<file path="config.mk">
export PLATFORM = sky130hd
export DESIGN_NAME = rio_remote_ctrl
export DESIGN_NICKNAME = d
export VERILOG_FILES = /design/src/design/rio_pkg.sv /design/src/design/rio_remote_ctrl.sv
export VERILOG_INCLUDE_DIRS = /design/src /design/src/design
export SDC_FILE = /design/constraint.sdc
export NUM_CORES = 1
export LEC_CHECK = 0
export BUFFER_PORTS_ARGS = -buffer_cell sky130_fd_sc_hd__buf_2
export CORE_MARGIN = 5
export CORE_UTILIZATION = 45
export CTS_BUF_LIST = sky130_fd_sc_hd__clkbuf_16
export DETAILED_ROUTE_END_ITERATION = 6
export GPL_ROUTABILITY_DRIVEN = 0
export GPL_TIMING_DRIVEN = 1
export MAX_ROUTING_LAYER = met4
export PLACE_DENSITY = 0.7
export SYNTH_ARGS = -nofsm -noshare
export SYNTH_HDL_FRONTEND = slang
export SYNTH_SLANG_ARGS = --single-unit
</file>
<file path="constraint.sdc">
create_clock -name clk_sys_i -period 2.7 [get_ports clk_sys_i]
set_input_delay 0.135 -clock clk_sys_i [delete_from_list [all_inputs] [get_ports clk_sys_i]]
set_output_delay 0.135 -clock clk_sys_i [all_outputs]
set_load 0.02 [all_outputs]
</file>
<file path="src/design/rio_consts.svh">
// Constants of the remote I/O control block: offsets, fields, reset values, timing counts
`ifndef RIO_CONSTS_SVH
`define RIO_CONSTS_SVH

// Register byte offsets
`define RIO_CTRL_OFS 8'h00
`define RIO_STAT_OFS 8'h04
`define RIO_SWPT_OFS 8'h08
`define RIO_STBY_OFS 8'h0C
`define RIO_ADDR_OFS 8'h10
`define RIO_ERR_OFS 8'h14

// Control and input bit positions (same order for pins and software bits)
`define RIO_B_VENT 0
`define RIO_B_MOTOR 1
`define RIO_B_STATION 2
`define RIO_B_STANDBY 3
`define RIO_B_HEATER 4
`define RIO_B_SEAL 5
`define RIO_B_ACK 6
`define RIO_B_PRIO 7

// Reset values
`define RIO_SWPT_RST 7'h50
`define RIO_STBY_RST 10'h29B
`define RIO_ADDR_RST 10'h001
`define RIO_CTRL_RST 6'h00

// Fixed values
`define RIO_GROUP_ADDR 10'h3C2
`define RIO_MIN_SET_PCT 7'h14
`define RIO_NOMINAL_PCT 7'h64
`define RIO_NOMINAL_PML 10'h3E8

// Timing: figures as printed, cycles derived from the 25 MHz clock
`define RIO_CLK_HZ 25000000
`define RIO_SELFTEST_S 8
`define RIO_SELFTEST_CYC (`RIO_SELFTEST_S * `RIO_CLK_HZ)
`define RIO_ACK_MS 500
`define RIO_ACK_CYC (`RIO_ACK_MS * (`RIO_CLK_HZ / 1000))
`define RIO_DEB_US 100
`define RIO_DEB_CYC (`RIO_DEB_US * (`RIO_CLK_HZ / 1000000))
`define RIO_BAUD 9600
`define RIO_BAUD_CYC (`RIO_CLK_HZ / `RIO_BAUD)

`endif

</file>
<file path="src/design/rio_pkg.sv">
// Types of the remote I/O control block
package rio_pkg;
  // Station sequencing states
  typedef enum logic [1:0] {
    RIO_ST_OFF = 2'b00,
    RIO_ST_TEST = 2'b01,
    RIO_ST_ON = 2'b10,
    RIO_ST_FAIL = 2'b11
  } rio_station_type;
endpackage : rio_pkg

</file>
<file path="src/design/rio_remote_ctrl.sv">
// Remote connector control logic of a turbopump drive unit, with an APB register slave
//
// The APB slave port and the placing of the registers are this design's own decisions.
`timescale 1ns/1ps
`include "rio_consts.svh"

module rio_remote_ctrl
  import rio_pkg::*;
#(
  parameter logic [31:0] SELFTEST_CYC = `RIO_SELFTEST_CYC,
  parameter logic [31:0] ACK_CYC = `RIO_ACK_CYC
) (
  input wire logic clk_sys_i,
  input wire logic reset_n_i,
  // APB slave
  input wire logic psel_i,
  input wire logic penable_i,
  input wire logic pwrite_i,
  input wire logic [7:0] paddr_i,
  input wire logic [31:0] pwdata_i,
  output logic [31:0] prdata_o,
  output logic pready_o,
  output logic pslverr_o,
  // Connector pins, asynchronous
  input wire logic vent_enable_in_i,
  input wire logic motor_on_in_i,
  input wire logic station_on_in_i,
  input wire logic reduced_speed_in_i,
  input wire logic heater_in_i,
  input wire logic seal_gas_in_i,
  input wire logic fault_ack_in_i,
  input wire logic local_priority_in_i,
  // Setpoint from on-chip converter, tenths of a volt (0..100)
  input wire logic [6:0] speed_setpoint_pos_i,
  // Drive core status, same clock
  input wire logic [6:0] rotor_speed_pct_i,
  input wire logic [7:0] error_cause_i,
  input wire logic warning_i,
  input wire logic selftest_pass_i,
  input wire logic supply_ok_i,
  // Serial frame address from the receiver
  input wire logic [9:0] frame_addr_i,
  input wire logic frame_addr_valid_i,
  // Outputs
  output logic speed_reached_out_o,
  output logic no_fault_out_o,
  output logic priority_out_o,
  output logic [6:0] speed_level_out_o,
  output logic relay_speed_o,
  output logic relay_fault_free_o,
  output logic relay_warning_o,
  output logic vent_permit_o,
  output logic motor_run_o,
  output logic station_run_o,
  output logic heater_on_o,
  output logic seal_gas_open_o,
  output logic [9:0] target_speed_pml_o,
  output logic addr_match_o,
  output logic baud_tick_o
);

  // ************************************************************
  // Input conditioning
  // ************************************************************
  logic [7:0] pin_raw; // Raw pin vector in control-bit order
  logic [7:0] sync1_reg; // First synchroniser stage, read only by stage two
  logic [7:0] sync2_reg; // Second synchroniser stage
  logic [7:0] deb_reg; // Debounced pin levels

  assign pin_raw = {local_priority_in_i, fault_ack_in_i, seal_gas_in_i, heater_in_i,
                    reduced_speed_in_i, station_on_in_i, motor_on_in_i, vent_enable_in_i};

  // Two-flop synchroniser; open lines read low so they count as inactive
  always_ff @(posedge clk_sys_i or negedge reset_n_i) begin
    if (!reset_n_i) begin
      sync1_reg <= 8'h00;
      sync2_reg <= 8'h00;
    end else begin
      sync1_reg <= pin_raw;
      sync2_reg <= sync1_reg;
    end
  end

  // Debounce: a level must stay stable for the whole window before it is taken
  genvar gi;
  generate
    for (gi = 0; gi < 8; gi++) begin : g_deb
      logic [11:0] cnt_reg; // Stability counter of this line
      always_ff @(posedge clk_sys_i or negedge reset_n_i) begin
        if (!reset_n_i) begin
          cnt_reg <= 12'h000;
          deb_reg[gi] <= 1'b0;
        end else if (sync2_reg[gi] == deb_reg[gi]) begin
          cnt_reg <= 12'h000; // Agrees with output, restart window
        end else if (cnt_reg == 12'(`RIO_DEB_CYC - 1)) begin
          cnt_reg <= 12'h000;
          deb_reg[gi] <= sync2_reg[gi];
        end else begin
          cnt_reg <= cnt_reg + 12'h001;
        end
      end
    end
  endgenerate

  // ************************************************************
  // Registers
  // ************************************************************
  logic [5:0] ctrl_reg; // Software control bits, used without remote priority
  logic [6:0] swpt_reg; // Speed switch point in percent
  logic [9:0] stby_reg; // Standby speed in per mille
  logic [9:0] addr_reg; // Own serial bus address
  logic [7:0] err_pend_reg; // Pending error flags
  logic sw_ack_reg; // One-cycle pulse from a software acknowledge
  logic wr_en; // Write takes effect this edge
  logic rd_en; // Read data taken this edge

  assign wr_en = psel_i & penable_i & pready_o & pwrite_i;
  assign rd_en = psel_i & ~penable_i & ~pwrite_i;

  // Software-written configuration
  always_ff @(posedge clk_sys_i or negedge reset_n_i) begin
    if (!reset_n_i) begin
      ctrl_reg <= `RIO_CTRL_RST;
      swpt_reg <= `RIO_SWPT_RST;
      stby_reg <= `RIO_STBY_RST;
      addr_reg <= `RIO_ADDR_RST;
      sw_ack_reg <= 1'b0;
    end else begin
      sw_ack_reg <= 1'b0;
      if (wr_en) begin
        unique case (paddr_i)
          `RIO_CTRL_OFS: begin
            ctrl_reg <= pwdata_i[5:0];
            sw_ack_reg <= pwdata_i[`RIO_B_ACK]; // Acknowledge bit is a write pulse
          end
          `RIO_SWPT_OFS: swpt_reg <= pwdata_i[6:0];
          `RIO_STBY_OFS: stby_reg <= pwdata_i[9:0];
          `RIO_ADDR_OFS: addr_reg <= pwdata_i[9:0];
          default: begin
          end
        endcase
      end
    end
  end

  // ************************************************************
  // Control source selection
  // ************************************************************
  logic prio; // Remote connector has priority
  logic [5:0] eff; // Effective control bits
  assign prio = deb_reg[`RIO_B_PRIO];
  // Pins win over software only while priority is held; otherwise pins are ignored
  assign eff = prio ? deb_reg[5:0] : ctrl_reg;

  // ************************************************************
  // Error acknowledge and error flags
  // ************************************************************
  logic [31:0] ack_cnt_reg; // How long the acknowledge pin has been high
  logic ack_pulse; // Acknowledge held long enough, one cycle
  logic station_q_reg; // Previous effective station level
  logic station_rise; // Station just switched on
  logic err_clear; // Clear request for vanished errors

  // Count the acknowledge level; the pin is only honoured under remote priority
  always_ff @(posedge clk_sys_i or negedge reset_n_i) begin
    if (!reset_n_i) begin
      ack_cnt_reg <= 32'h0000_0000;
    end else if (!(prio & deb_reg[`RIO_B_ACK])) begin
      ack_cnt_reg <= 32'h0000_0000;
    end else if (ack_cnt_reg != ACK_CYC) begin
      ack_cnt_reg <= ack_cnt_reg + 32'h0000_0001; // Saturates: one clear per pulse
    end
  end
  assign ack_pulse = prio & deb_reg[`RIO_B_ACK] & (ack_cnt_reg == ACK_CYC - 32'h0000_0001);

  always_ff @(posedge clk_sys_i or negedge reset_n_i) begin
    if (!reset_n_i) begin
      station_q_reg <= 1'b0;
    end else begin
      station_q_reg <= eff[`RIO_B_STATION];
    end
  end
  assign station_rise = eff[`RIO_B_STATION] & ~station_q_reg;
  assign err_clear = ack_pulse | sw_ack_reg | station_rise;

  // A live cause sets its flag in the same cycle a clear arrives, so set wins
  always_ff @(posedge clk_sys_i or negedge reset_n_i) begin
    if (!reset_n_i) begin
      err_pend_reg <= 8'h00;
    end else begin
      err_pend_reg <= (err_clear ? 8'h00 : err_pend_reg) | error_cause_i;
    end
  end

  // ************************************************************
  // Station sequencing and self-test
  // ************************************************************
  rio_station_type st_reg; // Station state
  logic [31:0] test_cnt_reg; // Self-test time

  always_ff @(posedge clk_sys_i or negedge reset_n_i) begin
    if (!reset_n_i) begin
      st_reg <= RIO_ST_OFF;
      test_cnt_reg <= 32'h0000_0000;
    end else if (!eff[`RIO_B_STATION]) begin
      st_reg <= RIO_ST_OFF;
      test_cnt_reg <= 32'h0000_0000;
    end else begin
      unique case (st_reg)
        RIO_ST_OFF: begin
          st_reg <= RIO_ST_TEST;
          test_cnt_reg <= 32'h0000_0000;
        end
        RIO_ST_TEST: begin
          if (test_cnt_reg == SELFTEST_CYC - 32'h0000_0001) begin
            st_reg <= selftest_pass_i ? RIO_ST_ON : RIO_ST_FAIL;
          end else begin
            test_cnt_reg <= test_cnt_reg + 32'h0000_0001;
          end
        end
        RIO_ST_ON: st_reg <= RIO_ST_ON; // Stays on; motor follows its input
        RIO_ST_FAIL: st_reg <= RIO_ST_FAIL; // Needs station off then on
      endcase
    end
  end

  // ************************************************************
  // Speed target and outputs
  // ************************************************************
  logic [9:0] target_next; // Speed target in per mille
  logic any_err; // Collective error

  // Standby overrides the analog setpoint; below 2 V the pump runs at nominal
  always_comb begin
    if (eff[`RIO_B_STANDBY]) begin
      target_next = stby_reg;
    end else if (speed_setpoint_pos_i < `RIO_MIN_SET_PCT || speed_setpoint_pos_i > `RIO_NOMINAL_PCT) begin
      target_next = `RIO_NOMINAL_PML;
    end else begin
      // Widen before the product so that codes above 12 do not wrap in seven bits
      target_next = 10'(speed_setpoint_pos_i) * 10'h00A;
    end
  end
  assign any_err = (err_pend_reg != 8'h00);

  // All pin-facing outputs are registered
  always_ff @(posedge clk_sys_i or negedge reset_n_i) begin
    if (!reset_n_i) begin
      speed_reached_out_o <= 1'b0;
      no_fault_out_o <= 1'b0;
      priority_out_o <= 1'b0;
      speed_level_out_o <= 7'h00;
      relay_speed_o <= 1'b0;
      relay_fault_free_o <= 1'b0;
      relay_warning_o <= 1'b0;
      vent_permit_o <= 1'b0;
      motor_run_o <= 1'b0;
      station_run_o <= 1'b0;
      heater_on_o <= 1'b0;
      seal_gas_open_o <= 1'b0;
      target_speed_pml_o <= `RIO_NOMINAL_PML;
    end else begin
      speed_reached_out_o <= (rotor_speed_pct_i >= swpt_reg);
      relay_speed_o <= (rotor_speed_pct_i >= swpt_reg);
      no_fault_out_o <= supply_ok_i & ~any_err;
      relay_fault_free_o <= supply_ok_i & ~any_err;
      relay_warning_o <= warning_i;
      priority_out_o <= prio;
      speed_level_out_o <= rotor_speed_pct_i;
      vent_permit_o <= eff[`RIO_B_VENT];
      // Motor off does not leave the on state, so no venting is triggered
      motor_run_o <= (st_reg == RIO_ST_ON) & eff[`RIO_B_MOTOR];
      station_run_o <= eff[`RIO_B_STATION];
      heater_on_o <= eff[`RIO_B_HEATER];
      seal_gas_open_o <= eff[`RIO_B_SEAL];
      target_speed_pml_o <= target_next;
    end
  end

  // ************************************************************
  // Serial port timing and addressing
  // ************************************************************
  logic [11:0] baud_cnt_reg; // Bit-time divider

  // Bit tick for the 9600 baud 8N1 port; both ends must agree on this rate
  always_ff @(posedge clk_sys_i or negedge reset_n_i) begin
    if (!reset_n_i) begin
      baud_cnt_reg <= 12'h000;
      baud_tick_o <= 1'b0;
    end else if (baud_cnt_reg == 12'(`RIO_BAUD_CYC - 1)) begin
      baud_cnt_reg <= 12'h000;
      baud_tick_o <= 1'b1;
    end else begin
      baud_cnt_reg <= baud_cnt_reg + 12'h001;
      baud_tick_o <= 1'b0;
    end
  end

  // Frames to the own address or the group address are accepted
  always_ff @(posedge clk_sys_i or negedge reset_n_i) begin
    if (!reset_n_i) begin
      addr_match_o <= 1'b0;
    end else begin
      addr_match_o <= frame_addr_valid_i & ((frame_addr_i == addr_reg) ||
                      (frame_addr_i == `RIO_GROUP_ADDR));
    end
  end

  // ************************************************************
  // APB answer: one wait-free access phase, read data latched in setup
  // ************************************************************
  logic [31:0] rdata_next; // Read mux
  logic unmapped; // Address decodes to no register

  always_comb begin
    rdata_next = 32'h0000_0000;
    unmapped = 1'b0;
    unique case (paddr_i)
      `RIO_CTRL_OFS: rdata_next = {26'h0, ctrl_reg};
      `RIO_STAT_OFS: rdata_next = {18'h0, st_reg, any_err, warning_i, motor_run_o, prio, deb_reg};
      `RIO_SWPT_OFS: rdata_next = {25'h0, swpt_reg};
      `RIO_STBY_OFS: rdata_next = {22'h0, stby_reg};
      `RIO_ADDR_OFS: rdata_next = {22'h0, addr_reg};
      `RIO_ERR_OFS: rdata_next = {24'h0, err_pend_reg};
      default: unmapped = 1'b1;
    endcase
  end

  always_ff @(posedge clk_sys_i or negedge reset_n_i) begin
    if (!reset_n_i) begin
      pready_o <= 1'b0;
      pslverr_o <= 1'b0;
      prdata_o <= 32'h0000_0000;
    end else begin
      pready_o <= psel_i & ~penable_i; // High in the first access cycle
      pslverr_o <= psel_i & ~penable_i & unmapped;
      if (rd_en) begin
        prdata_o <= rdata_next;
      end
    end
  end

  // ************************************************************
  // Checks
  // ************************************************************
  sync_order_a: assert property (@(posedge clk_sys_i) disable iff (!reset_n_i)
    sync2_reg == $past(sync1_reg)) else $error("Synchroniser stage skipped");
  vent_lock_a: assert property (@(posedge clk_sys_i) disable iff (!reset_n_i)
    !eff[`RIO_B_VENT] |=> !vent_permit_o) else $error("Venting permitted while locked");
  motor_test_a: assert property (@(posedge clk_sys_i) disable iff (!reset_n_i)
    station_rise |=> !motor_run_o [*2]) else $error("Motor ran before self-test");
  motor_toggle_a: assert property (@(posedge clk_sys_i) disable iff (!reset_n_i)
    (st_reg == RIO_ST_ON && eff[`RIO_B_STATION] && $fell(eff[`RIO_B_MOTOR])) |=> st_reg == RIO_ST_ON)
    else $error("Motor off left station state");
  station_off_a: assert property (@(posedge clk_sys_i) disable iff (!reset_n_i)
    !eff[`RIO_B_STATION] |=> st_reg == RIO_ST_OFF ##0 !station_run_o) else $error("Station not off");
  standby_speed_a: assert property (@(posedge clk_sys_i) disable iff (!reset_n_i)
    eff[`RIO_B_STANDBY] |=> target_speed_pml_o == $past(stby_reg)) else $error("Standby speed wrong");
  heat_seal_a: assert property (@(posedge clk_sys_i) disable iff (!reset_n_i)
    1'b1 |=> heater_on_o == $past(eff[`RIO_B_HEATER]) && seal_gas_open_o == $past(eff[`RIO_B_SEAL]))
    else $error("Heater or valve mismatch");
  ack_clear_a: assert property (@(posedge clk_sys_i) disable iff (!reset_n_i)
    ack_pulse |=> err_pend_reg == $past(error_cause_i)) else $error("Acknowledge did not clear");
  prio_ignore_a: assert property (@(posedge clk_sys_i) disable iff (!reset_n_i)
    !prio |-> eff == ctrl_reg) else $error("Pins used without priority");
  low_set_a: assert property (@(posedge clk_sys_i) disable iff (!reset_n_i)
    (!eff[`RIO_B_STANDBY] && speed_setpoint_pos_i < `RIO_MIN_SET_PCT) |=> target_speed_pml_o == `RIO_NOMINAL_PML)
    else $error("Low setpoint not nominal");
  switch_pt_a: assert property (@(posedge clk_sys_i) disable iff (!reset_n_i)
    (rotor_speed_pct_i >= swpt_reg) |=> speed_reached_out_o && relay_speed_o)
    else $error("Switch point output missing");
  fault_out_a: assert property (@(posedge clk_sys_i) disable iff (!reset_n_i)
    (error_cause_i != 8'h00) |=> ##1 !no_fault_out_o && !relay_fault_free_o)
    else $error("Error not reported");
  warn_relay_a: assert property (@(posedge clk_sys_i) disable iff (!reset_n_i)
    warning_i |=> relay_warning_o) else $error("Warning relay idle");
  speed_level_a: assert property (@(posedge clk_sys_i) disable iff (!reset_n_i)
    1'b1 |=> speed_level_out_o == $past(rotor_speed_pct_i)) else $error("Speed output wrong");
  group_addr_a: assert property (@(posedge clk_sys_i) disable iff (!reset_n_i)
    (frame_addr_valid_i && frame_addr_i == `RIO_GROUP_ADDR) |=> addr_match_o)
    else $error("Group address missed");
  baud_space_a: assert property (@(posedge clk_sys_i) disable iff (!reset_n_i)
    baud_tick_o |=> !baud_tick_o [*8]) else $error("Baud ticks too close");

endmodule : rio_remote_ctrl

</file>
-- After elaboration in Yosys (flattened, before gate mapping)
Cells that the tools add are included.
- bitwise operators: 27
- div/mod/pow operators: 0
- shift-type cells: 0
- $mul: 1
- add/sub/neg operators: 11
- mux-type cells: 35
- order comparisons: 3
- reduce and logical (&&, ||, !) cells: 19
- equal/unequal tests: 34
- operators by type and width (operator ; count):
    12-bit two-way mux ; 17
    32-bit two-way mux ; 4
    12-bit by 1-bit adder with 12-bit output, second input constant ; 9
    12-bit == test, second input constant ; 9
    14-bit one-hot mux with 6 select lines ; 1
    32-bit by 1-bit adder with 32-bit output, second input constant ; 2
    32-bit one-hot mux with 2 select lines ; 1
    32-bit by 24-bit == test with 1-bit output, second input constant ; 1
    32-bit by 28-bit == test with 1-bit output, second input constant ; 1
    32-bit by 24-bit inequality test with 1-bit output, second input constant ; 1
    2-bit AND reduction ; 13
    10-bit two-way mux ; 2
    8-bit by 4-bit == test with 1-bit output, second input constant ; 2
    8-bit by 5-bit == test with 1-bit output, second input constant ; 2
    1-bit bitwise AND ; 12
    1-bit NOT ; 12
    10-bit == test ; 1
    10-bit == test, second input constant ; 1
    7-bit by 3-bit multiplier with 9-bit output, second input constant ; 1
    1-bit == test ; 8
    8-bit by 3-bit == test with 1-bit output, second input constant ; 1
    8-bit logical NOT ; 1
    8-bit two-way mux ; 1
    8-bit OR ; 1
    other kinds (17) ; 26
- word-level logic and storage cells: 174
- memories: 0
- RAM bits: 0
- ROM bits: 0
- bits in registers: 302
- bits in latches: 0

-- Longest topological paths before layout
Gate-level depths: netlist (run 1).
- depth after elaboration: 6
- depth in mapped cells: 9
- mapped depth without buffers: 9

-- Worst setup path before layout (run 1)
OpenSTA, ideal clock, no wires.
- path type: register to register
- start point: register deb_reg[7], in the netlist prio
- end point: register test_cnt_reg[9]
- period minus slack after synthesis: 2.093 ns
- cell stages (with the launch flop): 8
- path buffers: 2
- slack: 0.607 ns
- data required time: 2.622 ns
- arrival: 2.015 ns
- cell sequence: dfrtp_1 mux2_4 buf_6 and2_1 buf_6 or3_4 or4_1 a21oi_1
- cells in the longest elaborated chain, start to end: 3
- elaborated cells between the ends (all ways): 5
- RTL lines (element ; RTL line ; source):
    from (decl) ; rio_remote_ctrl.sv:68 ; logic [7:0] deb_reg;
    from (signal, indexed assignment) ; rio_remote_ctrl.sv:97 ; deb_reg[gi] <= sync2_reg[gi];
    6-bit two-way mux * ; rio_remote_ctrl.sv:153 ; assign eff = prio ? deb_reg[5:0] : ctrl_reg;
    net eff[2] ; rio_remote_ctrl.sv:150 ; logic [5:0] eff;
    3-bit by 1-bit inequality test with 1-bit output (no line) / 3-bit inequality test (equally long branches) ; -- ;
    2-bit AND reduction (no line) ; -- ;
    to (signal assigned) ; rio_remote_ctrl.sv:218 ; test_cnt_reg <= test_cnt_reg + 32'h0000_0001;
    to (decl) ; rio_remote_ctrl.sv:199 ; logic [31:0] test_cnt_reg;
The timed path passes the listed nets; every way through them passes the cells marked *.
A chain may end at the register's enable or synchronous reset.

-- Worst setup path in the final report (run 1)
- start point: register test_cnt_reg[28]
- end point: register test_cnt_reg[3]
- cells in the longest elaborated chain, start to end: 3
- RTL lines (element ; RTL line ; source):
    32-bit by 28-bit == test with 1-bit output ; rio_remote_ctrl.sv:215 ; if (test_cnt_reg == SELFTEST_CYC - 32'h0000_0001) begin
    3-bit inequality test (no line) ; -- ;
    2-bit AND reduction (no line) ; -- ;
Every way passes these cells.

==> out/summary.txt, run 1 <==
Gate power share = 5.7%
Int Pwr = 7.17 mW
synth cell count leaders = dfrtp_1, nor2_1, xor2_1, nand2_1, nand3_1
Detailed Route WL = 30.6 mm
worst slew pin tran = 1.24 ns
FMAX = 435 MHz
initial antenna violation count = 2
Final HPWL DP = 21.6 mm
RSZ-0062 raised after global routing = false
vias post-DR = 9,987
core footprint = 29,600 um2
Reg2Reg Depth = 6
fin. max-slew vios = 0
worst min path class = input port to flip-flop
final setup TNS = 0 ns
CTS tree = done
CP max stage delay = 0.68 ns
#FFs+latches synth = 284
post-CTS setup-driven buffer insertion count = 0
skew final = 0.0177 ns
Worst Path Required = 3.08 ns
DR WL/cell = 16.4 um
Avg Cell Area, Syn = 10.6 um2
Power Total = 9.21 mW
hold path cells = 3
GRT Total Usage = 18.6%
footprint of the multi-input gates = 6070 um2
port bufs = 112
H-Tree Depth = 1
critical path arrival = 2.68 ns
r2r endpoint = test_cnt_reg[3]$_DFFE_PN0P_
Mapped Cells = 1,280
hold_sp = paddr_i[3]
post_cts resized = 0
P per Cell Area = 575 nW/um2
synth top area cells = dfrtp_1, xor2_1, nor2_1, mux2_2, xnor2_1
Hold Path Sink = pslverr_o$_DFF_PN0_
total of max-cap violations = 0
CP endpoint kind = flip-flop
Clock Sink Count = 284
register area = 7130 um2
crit path time final = 2.30 ns
worst setup path class = flip-flop to flip-flop
cell area after synthesis = 13,500 um2
Die W = 183 um
Final period util = 85.2%
worst vdd rail ir drop = 0.379 mV
First-pass DRT Iterations = 5
Vias/cell = 5.35
area share of the largest cell type after synthesis = 49.8%
Initial DRC Count = 769
chip height = 183 um
number of synthesized flops with an enable pin = 0
area delta synth->final = 18.5%
Inserted Clock Buffers = 31
Fin. Hold Viols = 0
Yosys top cell by area = dfrtp_1
root cell of the clock tree = clkbuf_16
most frequent cell after synthesis = dfrtp_1
GRT overflow = 0
DRC errors left = 0
proportion of layout cells with a drive suffix above 1 = 17.3%
Slew HR = 16.8%
max reg flops = 96
latest clock arrival within the worst-skew pair = 0.56 ns
Flop pwr share = 47.8%
Leakage Power = 7.22 nW
CP cell instances = or4b_2 > nor4_2 > and4b_1 > buf_4 > or4_1 > a21oi_1
row cnt = 63
Async S/R FF share, synth = 100%
Critical R2R Launch = test_cnt_reg[28]$_DFFE_PN0P_
die footprint = 33,600 um2
Worst-path clk slew = 0.06 ns
Bufs on Longest Clock Path = 3
CP max FO = 21
sw frac = 22.1%
io pins = 153
largest net degree at the start of global routing = 102
Initial Utilization = 45.6%
Synth cell types = 64
Setup crit start kind = flip-flop
Most used DFF post-synth = dfrtp_1
yosys warns = 0
critical path's slowest cell = or4b_2
Routed Antenna Nets = 0
outcome = finished, final reports clean
first-pass GRT wire length = 50.2 mm
Clk pwr share = 46.6%
Finish-stage setup viols = 0
Net Switching = 2.03 mW
vias in the first global route = 9,870
Seq/Total Area, Yosys = 52.7%
reg-to-reg slack, setup = 0.40 ns
NumNets Final = 1,571
# fillers = 2,576
## layout make-up
cell class,instances,area share (%)
multi-input combinational,936,37.9
clock inverter,24,1.59
sequential,284,44.5
antenna,3,0.0469
clock buffer,31,4.84
tap,390,3.05
inverter,22,0.516
timing repair buffer,177,7.56
## worst max-delay path, delay by kind of cell, from the launching register on
family	cells	cell delay [ns]
AOI/OAI and AO/OA	1	0.06
buffers and inverters	1	0.22
DFF	1	0.40
and+or+nand+nor	4	1.43
## layout by cell type, fill, tap and decap left out, types with 32 or more instances in the layout
master,count
a21oi_1,38
and3_1,34
buf_2,111
dfrtp_1,269
dlygate4sd3_1,46
inv_1,32
mux2_2,47
nand2_1,93
nand3_1,81
nand4_1,49
nor2_1,167
o21ai_0,39
xnor2_1,53
xor2_1,95
## worst max path at each step
stage | start | endpoint | slack, ns | depth (start not counted)
floorplan | prio$_DFFE_PN0P_ | test_cnt_reg[9]$_DFFE_PN0P_ | 0.61 | 7
global placement | paddr_i[7] | prdata_o[2]$_DFFE_PN0P_ | 0.48 | 7
detailed placement | paddr_i[7] | prdata_o[7]$_DFFE_PN0P_ | 0.36 | 7
CTS | test_cnt_reg[28]$_DFFE_PN0P_ | test_cnt_reg[3]$_DFFE_PN0P_ | 0.43 | 6
global route | test_cnt_reg[28]$_DFFE_PN0P_ | test_cnt_reg[2]$_DFFE_PN0P_ | 0.28 | 6
finish | test_cnt_reg[28]$_DFFE_PN0P_ | test_cnt_reg[3]$_DFFE_PN0P_ | 0.40 | 6
## power groups by stage
stage	sequential [mW]	combinational [mW]	clock, mW
2_1_floorplan	4.50	0.217	0
4_1_cts	4.39	0.534	4.38
3_5_place_dp	4.47	0.477	0
6_report	4.40	0.524	4.29
3_3_place_gp	4.47	0.469	0
5_1_grt	4.40	0.588	4.56
## kinds of logic after synthesis
| group | Yosys count | synth area share (%) |
|---|---|---|
| buf+inv | 77 | 2.84 |
| fa+ha+maj | 30 | 2.83 |
| simple gates | 552 | 21.1 |
| other cells | 1 | 0.0278 |
| compound gates | 134 | 6.39 |
| xor+xnor | 148 | 9.59 |
| mux | 54 | 4.47 |
| flops | 284 | 52.7 |
## per-stage QoR
step / cells / setup WS [ns] / hold WS (ns) / util (%) / cell area [um2]
final: 1867 / 0.400 / 0.0929 / 54.0 / 16000
after CTS: 1864 / 0.428 / 0.0551 / 54.0 / 16000
after global routing: 1866 / 0.281 / 0.111 / 54.0 / 16000
after detailed placement: 1763 / 0.362 / 0.127 / 49.0 / 14500
after floorplan: 1297 / 0.607 / -0.161 / - / 13600
after global placement: 1763 / 0.479 / 0.128 / 49.0 / 14500
## repair_timing
item	CTS	global route
setup endpoints to repair	0	0
hold buffers	46	0
hold endpoints to repair	146	0
## routing by layer
| layer | GRT usage [%] | share of wire [%] | vias to the layer above |
|---|---|---|---|
| met3 | 2.76 | 5.3 | 46 |
| met1 | 26.4 | 46 | 4869 |
| li1 | - | - | 4824 |
| met2 | 28.0 | 46 | 248 |
| met4 | 5.27 | 2.6 | 0 |
| met5 | - | 0 | - |
(Power assumes the default switching activity.)
==> run 2, diff against run 1 <==
Settings changed: CORE_UTILIZATION 45 to 59, CTS_BUF_LIST sky130_fd_sc_hd__clkbuf_16 to not set, PLACE_DENSITY 0.7 to 0.86.
==> run 2 against run 1 <==
Register-to-register slack got worse by 0.07 ns. Power decreased by 1.3%. Wire length increased by 4.2%. Sequential share of layout area increased by 0.49 points. Sequential power about the same. Non-clock buffer count unchanged. Core utilization increased by 16 points. Clock power decreased by 3%. Final cell count decreased by 5.8%. Combinational power increased by 2%. Cell area decreased by 1.1%. Die area decreased by 23%. Critical path type unchanged.
==> out/summary.txt, run 2 (synthesis results as in run 1) <==
worst vdd rail ir drop = 0.540 mV (+43%)
crit path from = test_cnt_reg[28]$_DFFE_PN0P_
GRT Total Usage = 25.8% (+7.2 points)
Clock Sink Count = 284 (unchanged)
CP max FO = 13 (-38%)
Slew HR = 28.9% (+12 points)
r2r endpoint = test_cnt_reg[13]$_DFFE_PN0P_
pre-CTS setup slack = 0.442 ns (+0.0799 ns)
Vias/cell = 5.90 (+10%)
worst min path class = input port to flip-flop
reg-to-reg slack, setup = 0.33 ns (-0.07 ns)
total of max-cap violations = 0 (unchanged)
max reg flops = 96 (unchanged)
commonest non-fill, non-tap cells in the layout = dfrtp_1, nor2_1, buf_2
Gate power share = 5.9% (+0.2 points)
Finish-stage setup viols = 0 (unchanged)
Hold WS = 0.0148 ns (-0.0781 ns)
vias in the first global route = 10,494 (+6.3%)
RSZ-0062 raised after global routing = false
CP endpoint kind = flip-flop
initial antenna violation count = 1 (-1)
Fin. Hold Viols = 0 (unchanged)
P per Cell Area = 574 nW/um2 (-0.23%)
Reg2Reg Depth = 6 (unchanged)
Net Switching = 2.05 mW (+0.89%)
first-pass GRT wire length = 53.6 mm (+6.8%)
DRC errors left = 0 (unchanged)
Leakage Power = 7.16 nW (-0.75%)
proportion of layout cells with a drive suffix above 1 = 17.7% (+0.43 points)
Final HPWL DP = 21.6 mm (+0.13%)
post_cts resized = 0 (unchanged)
Flop pwr share = 48.4% (+0.6 points)
Bufs on Longest Clock Path = 3 (unchanged)
most common cell after layout, fill and taps aside = dfrtp_1
H-Tree Depth = 1 (unchanged)
Power Total = 9.09 mW (-1.3%)
chip height = 161 um (-12%)
Worst Path Required = 3.17 ns (+0.09 ns)
Post-DP Area = 14,400 um2 (-0.91%)
io pins = 153 (unchanged)
DR WL/cell = 18.1 um (+11%)
GRT overflow = 0 (unchanged)
hold buffer count at cts = 46 (unchanged)
Worst-path clk slew = 0.06 ns (about the same)
fin. max-slew vios = 0 (unchanged)
largest net degree at the start of global routing = 81 (-21%)
row cnt = 55 (-13%)
met2 Use GR = 41.5% (+14 points)
Die W = 161 um (-12%)
Routed Antenna Nets = 0 (unchanged)
worst setup path class = flip-flop to flip-flop
global routing usage on met3 = 4.18% (+1.4 points)
GR Layer Usage met1 = 33.5% (+7.1 points)
Design Area, Final = 15,800 um2 (-1.1%)
GRT Max-Usage Layer = met2
dpl cells = 1,658 (-6.0%)
CTS tree = done
hold_sp = psel_i
post-CTS setup-driven buffer insertion count = 0 (unchanged)
Int Pwr = 7.04 mW (-1.9%)
Initial DRC Count = 972 (+26%)
Clk pwr share = 45.7% (-0.9 points)
Hold Path Sink = pslverr_o$_DFF_PN0_
Inserted Clock Buffers = 29 (-6.5%)
Setup crit start kind = flip-flop
hold path cells = 3 (unchanged)
root cell of the clock tree = clkbuf_16
Layout Cells excl Fill = 1,758 (-5.8%)
crit path time final = 2.37 ns (+0.0662 ns)
skew final = 0.00737 ns (-0.0103 ns)
sw frac = 22.6% (+0.49 points)
First-pass DRT Iterations = 5 (unchanged)
outcome = finished, final reports clean
vias post-DR = 10,371 (+3.8%)
Detailed Route WL = 31.9 mm (+4.2%)
core footprint = 22,600 um2 (-24%)
final setup TNS = 0 ns (unchanged)
worst slew pin tran = 1.07 ns (-0.173 ns)
Initial Utilization = 59.9% (+14 points)
port bufs = 112 (unchanged)
worst setup margin = 0.333 ns (-0.0662 ns)
final core utilization = 70.2% (+16 points)
FMAX = 423 MHz (-2.8%)
critical path arrival = 2.83 ns (+0.15 ns)
area delta synth->final = 17.2%
die footprint = 26,000 um2 (-23%)
latest clock arrival within the worst-skew pair = 0.55 ns (about the same)
NumNets Final = 1,569 (-0.13%)
Final period util = 87.7% (+2.5 points)
Critical R2R Launch = test_cnt_reg[28]$_DFFE_PN0P_
run 2: routing by layer:
metal	part of all wire, %	up-vias
met5	0	-
met4	3.7	0
met3	6.4	91
met2	49	367
met1	41	5094
li1	-	4819
run 2: area by class of cell:
class | count | area [um2]
tap | 285 | 357
multi-input combinational | 936 | 6070
clock inverter | 15 | 185
clock buffer | 38 | 810
fill | 1529 | 6730
antenna | 1 | 2.50
inverter | 22 | 82.6
timing repair buffer | 177 | 1210
sequential | 284 | 7130
run 2: power groups by stage:
stage	logic (mW)	clock network, mW	registers (mW)
global placement	0.467	0	4.47
CTS	0.541	4.21	4.40
global route	0.598	4.42	4.41
detailed placement	0.482	0	4.47
floorplan	0.217	0	4.50
finish	0.537	4.15	4.40
run 2: critical path, stage by stage (launching register included):
cell and delay, ns:
dfrtp_1 0.40, or4b_2 0.68, nor4_2 0.42, and4b_1 0.33, buf_4 0.20, o21ai_0 0.10
a21oi_1 0.15
run 2: worst max-delay path by stage:
stage,end,slack [ns],cells after the start
finish,test_cnt_reg[13]$_DFFE_PN0P_,0.33,6
global route,test_cnt_reg[13]$_DFFE_PN0P_,0.19,6
CTS,test_cnt_reg[13]$_DFFE_PN0P_,0.33,6
detailed placement,test_cnt_reg[13]$_DFFE_PN0P_,0.44,6
global placement,prdata_o[2]$_DFFE_PN0P_,0.50,6
floorplan,test_cnt_reg[9]$_DFFE_PN0P_,0.61,7
==> run 3, diff against run 2 <==
Settings changed: PLACE_DENSITY 0.86 to 0.87.
Clock period 2.7 ns to 2.25 ns, I/O delays scaled along.
==> run 3 against run 2 <==
Via count increased by 2.3%. Clock power increased by 37%. Sequential power increased by 20%. Sequential share of layout area decreased by 0.69 points. Critical path depth unchanged. Core utilization increased by 1.1 points. Clock skew increased by 0.00078 ns. Combinational power increased by 21%. Wire length increased by 3.0%. Largest power group is now clock. Clock-buffer cell count increased by 6. Largest cell class unchanged. Worst hold slack improved by 0.0094 ns. Highest routed layer unchanged.
==> out/summary.txt, run 3 (synthesis results as in run 1) <==
RSZ-0062 raised after global routing = false
Worst-path clk slew = 0.06 ns (about the same)
Clock Sink Count = 284 (unchanged)
Final period util = 94.2% (+6.6 points)
met2 Use GR = 41.9% (+0.34 points)
CP max stage delay = 0.54 ns (-0.14 ns)
Critical R2R Launch = test_cnt_reg[1]$_DFFE_PN0P_
worst setup path class = flip-flop to flip-flop
pre-CTS setup slack = 0.128 ns (-0.313 ns)
first-pass GRT wire length = 54.6 mm (+1.8%)
NumNets Final = 1,580 (+0.70%)
fin. max-slew vios = 0 (unchanged)
GR Layer Usage met1 = 33.9% (+0.46 points)
Layout Cells excl Fill = 1,773 (+0.85%)
GRT Max-Usage Layer = met2
Hold WS = 0.0243 ns (+0.00942 ns)
most common cell after layout, fill and taps aside = dfrtp_1
Die W = 161 um (unchanged)
Power Total = 11.6 mW (+28%)
hold_sp = speed_setpoint_pos_i[6]
proportion of layout cells with a drive suffix above 1 = 18.5% (+0.79 points)
critical path's slowest cell = or4_1
final setup TNS = 0 ns (unchanged)
Inserted Clock Buffers = 30 (+3.4%)
Initial DRC Count = 900 (-7.4%)
Detailed Route WL = 32.8 mm (+3.0%)
total of max-cap violations = 0 (unchanged)
Bufs on Longest Clock Path = 3 (unchanged)
max reg flops = 96 (unchanged)
CP max FO = 4 (-9)
Int Pwr = 9.11 mW (+29%)
DRC errors left = 0 (unchanged)
Slew HR = 45.9% (+17 points)
DR WL/cell = 18.5 um (+2.1%)
First-pass DRT Iterations = 7 (+2)
worst slew pin tran = 0.807 ns (-0.260 ns)
sw frac = 21.5% (-1.1 points)
skew final = 0.00816 ns (+0.000785 ns)
Clk pwr share = 48.9% (+3.2 points)
worst setup margin = 0.130 ns (-0.203 ns)
largest net degree at the start of global routing = 73 (-9.9%)
dpl cells = 1,670 (+0.72%)
area delta synth->final = 19.0%
Leakage Power = 7.29 nW (+1.8%)
Net Switching = 2.49 mW (+22%)
post-CTS setup-driven buffer insertion count = 0 (unchanged)
Setup crit start kind = flip-flop
root cell of the clock tree = clkbuf_16
row cnt = 55 (unchanged)
die footprint = 26,000 um2 (unchanged)
core footprint = 22,600 um2 (unchanged)
Flop pwr share = 45.5% (-2.9 points)
Worst Path Required = 2.73 ns (-0.44 ns)
chip height = 161 um (unchanged)
most frequent CP cell = or4_1
CP endpoint kind = flip-flop
CP cell instances = ha_1 > and4_1 > nand2_1 > or4_1 > or4_1 > nand3_1
critical path arrival = 2.60 ns (-0.23 ns)
GRT overflow = 0 (unchanged)
CTS tree = done
Final HPWL DP = 22.2 mm (+3.0%)
P per Cell Area = 721 nW/um2 (+26%)
commonest non-fill, non-tap cells in the layout = dfrtp_1, nor2_1, buf_2
Finish-stage setup viols = 0 (unchanged)
latest clock arrival within the worst-skew pair = 0.55 ns (about the same)
worst min path class = input port to flip-flop
FMAX = 472 MHz (+12%)
io pins = 153 (unchanged)
Vias/cell = 5.98 (+1.4%)
cell family with most CP delay = simple AND/OR/NAND/NOR gates
initial antenna violation count = 3 (+2)
outcome = finished, final reports clean
vias in the first global route = 10,842 (+3.3%)
crit path from = test_cnt_reg[1]$_DFFE_PN0P_
worst vdd rail ir drop = 0.638 mV (+18%)
Gate power share = 5.6% (-0.3 points)
crit path time final = 2.12 ns (-0.247 ns)
vias post-DR = 10,606 (+2.3%)
H-Tree Depth = 1 (unchanged)
CP Buf/Inv Count = 0 (-1)
port bufs = 112 (unchanged)
GRT Total Usage = 26.0% (+0.29 points)
global routing usage on met3 = 3.80% (-0.38 points)
Fin. Hold Viols = 0 (unchanged)
Initial Utilization = 59.9% (unchanged)
Routed Antenna Nets = 0 (unchanged)
==> run 3: path summary, 6_finish.rpt <==
kind | endpoint | slack (ns) | cells past startpoint
worst max-delay path | test_cnt_reg[24]$_DFFE_PN0P_ | 0.13 | 6
worst min-delay path | target_speed_pml_o[9]$_DFF_PN1_ | 0.02 | 3
worst max register to register | test_cnt_reg[24]$_DFFE_PN0P_ | 0.13 | 6
worst min register to register | sync2_reg[3]$_DFF_PN0_ | 0.35 | 0
max in group asynchronous | test_cnt_reg[5]$_DFFE_PN0P_ | 1.31 | 3
min in group asynchronous | ack_cnt_reg[18]$_DFFE_PN0P_ | 0.10 | 2
==> run 3: routing by layer <==
layer | share of wire, % | routed length (um)
met4 | 3.9 | 1280
met3 | 7.0 | 2290
met1 | 40 | 13300
met5 | 0 | 0
met2 | 49 | 16000
==> run 3: cell type report <==
| class | instances | area [um2] |
|---|---|---|
| inverter | 22 | 82.6 |
| timing repair buffer | 187 | 1280 |
| sequential | 284 | 7130 |
| clock inverter | 12 | 264 |
| clock buffer | 44 | 895 |
| multi-input combinational | 936 | 6070 |
| tap | 285 | 357 |
| antenna | 3 | 7.51 |
| fill | 1464 | 6490 |
==> run 3: power groups by stage <==
stage,Combinational (mW),Clock (mW),Sequential [mW]
after global routing,0.720,5.97,5.29
after detailed placement,0.583,0,5.36
final,0.651,5.68,5.28
after CTS,0.654,5.74,5.27
after global placement,0.561,0,5.36
after floorplan,0.261,0,5.40
==> run 3: stage by stage <==
step | cell area [um2] | utilization [%]
finish | 16100 | 71.3
global placement | 14500 | 64.1
CTS | 16100 | 71.2
global route | 16100 | 71.3
detailed placement | 14500 | 64.1
floorplan | 13600 | -
==> run 3: repair_timing <==
action	in CTS	in global routing
hold buffers	44	0
endpoints found under the hold margin	239	0
endpoints found under the setup margin	0	1
resized for setup	0	1
==> run 3: worst min-delay path, stage by stage <==
cell,delay [ns]
buf_2,0.13
xor2_1,0.21
a21oi_1,0.12
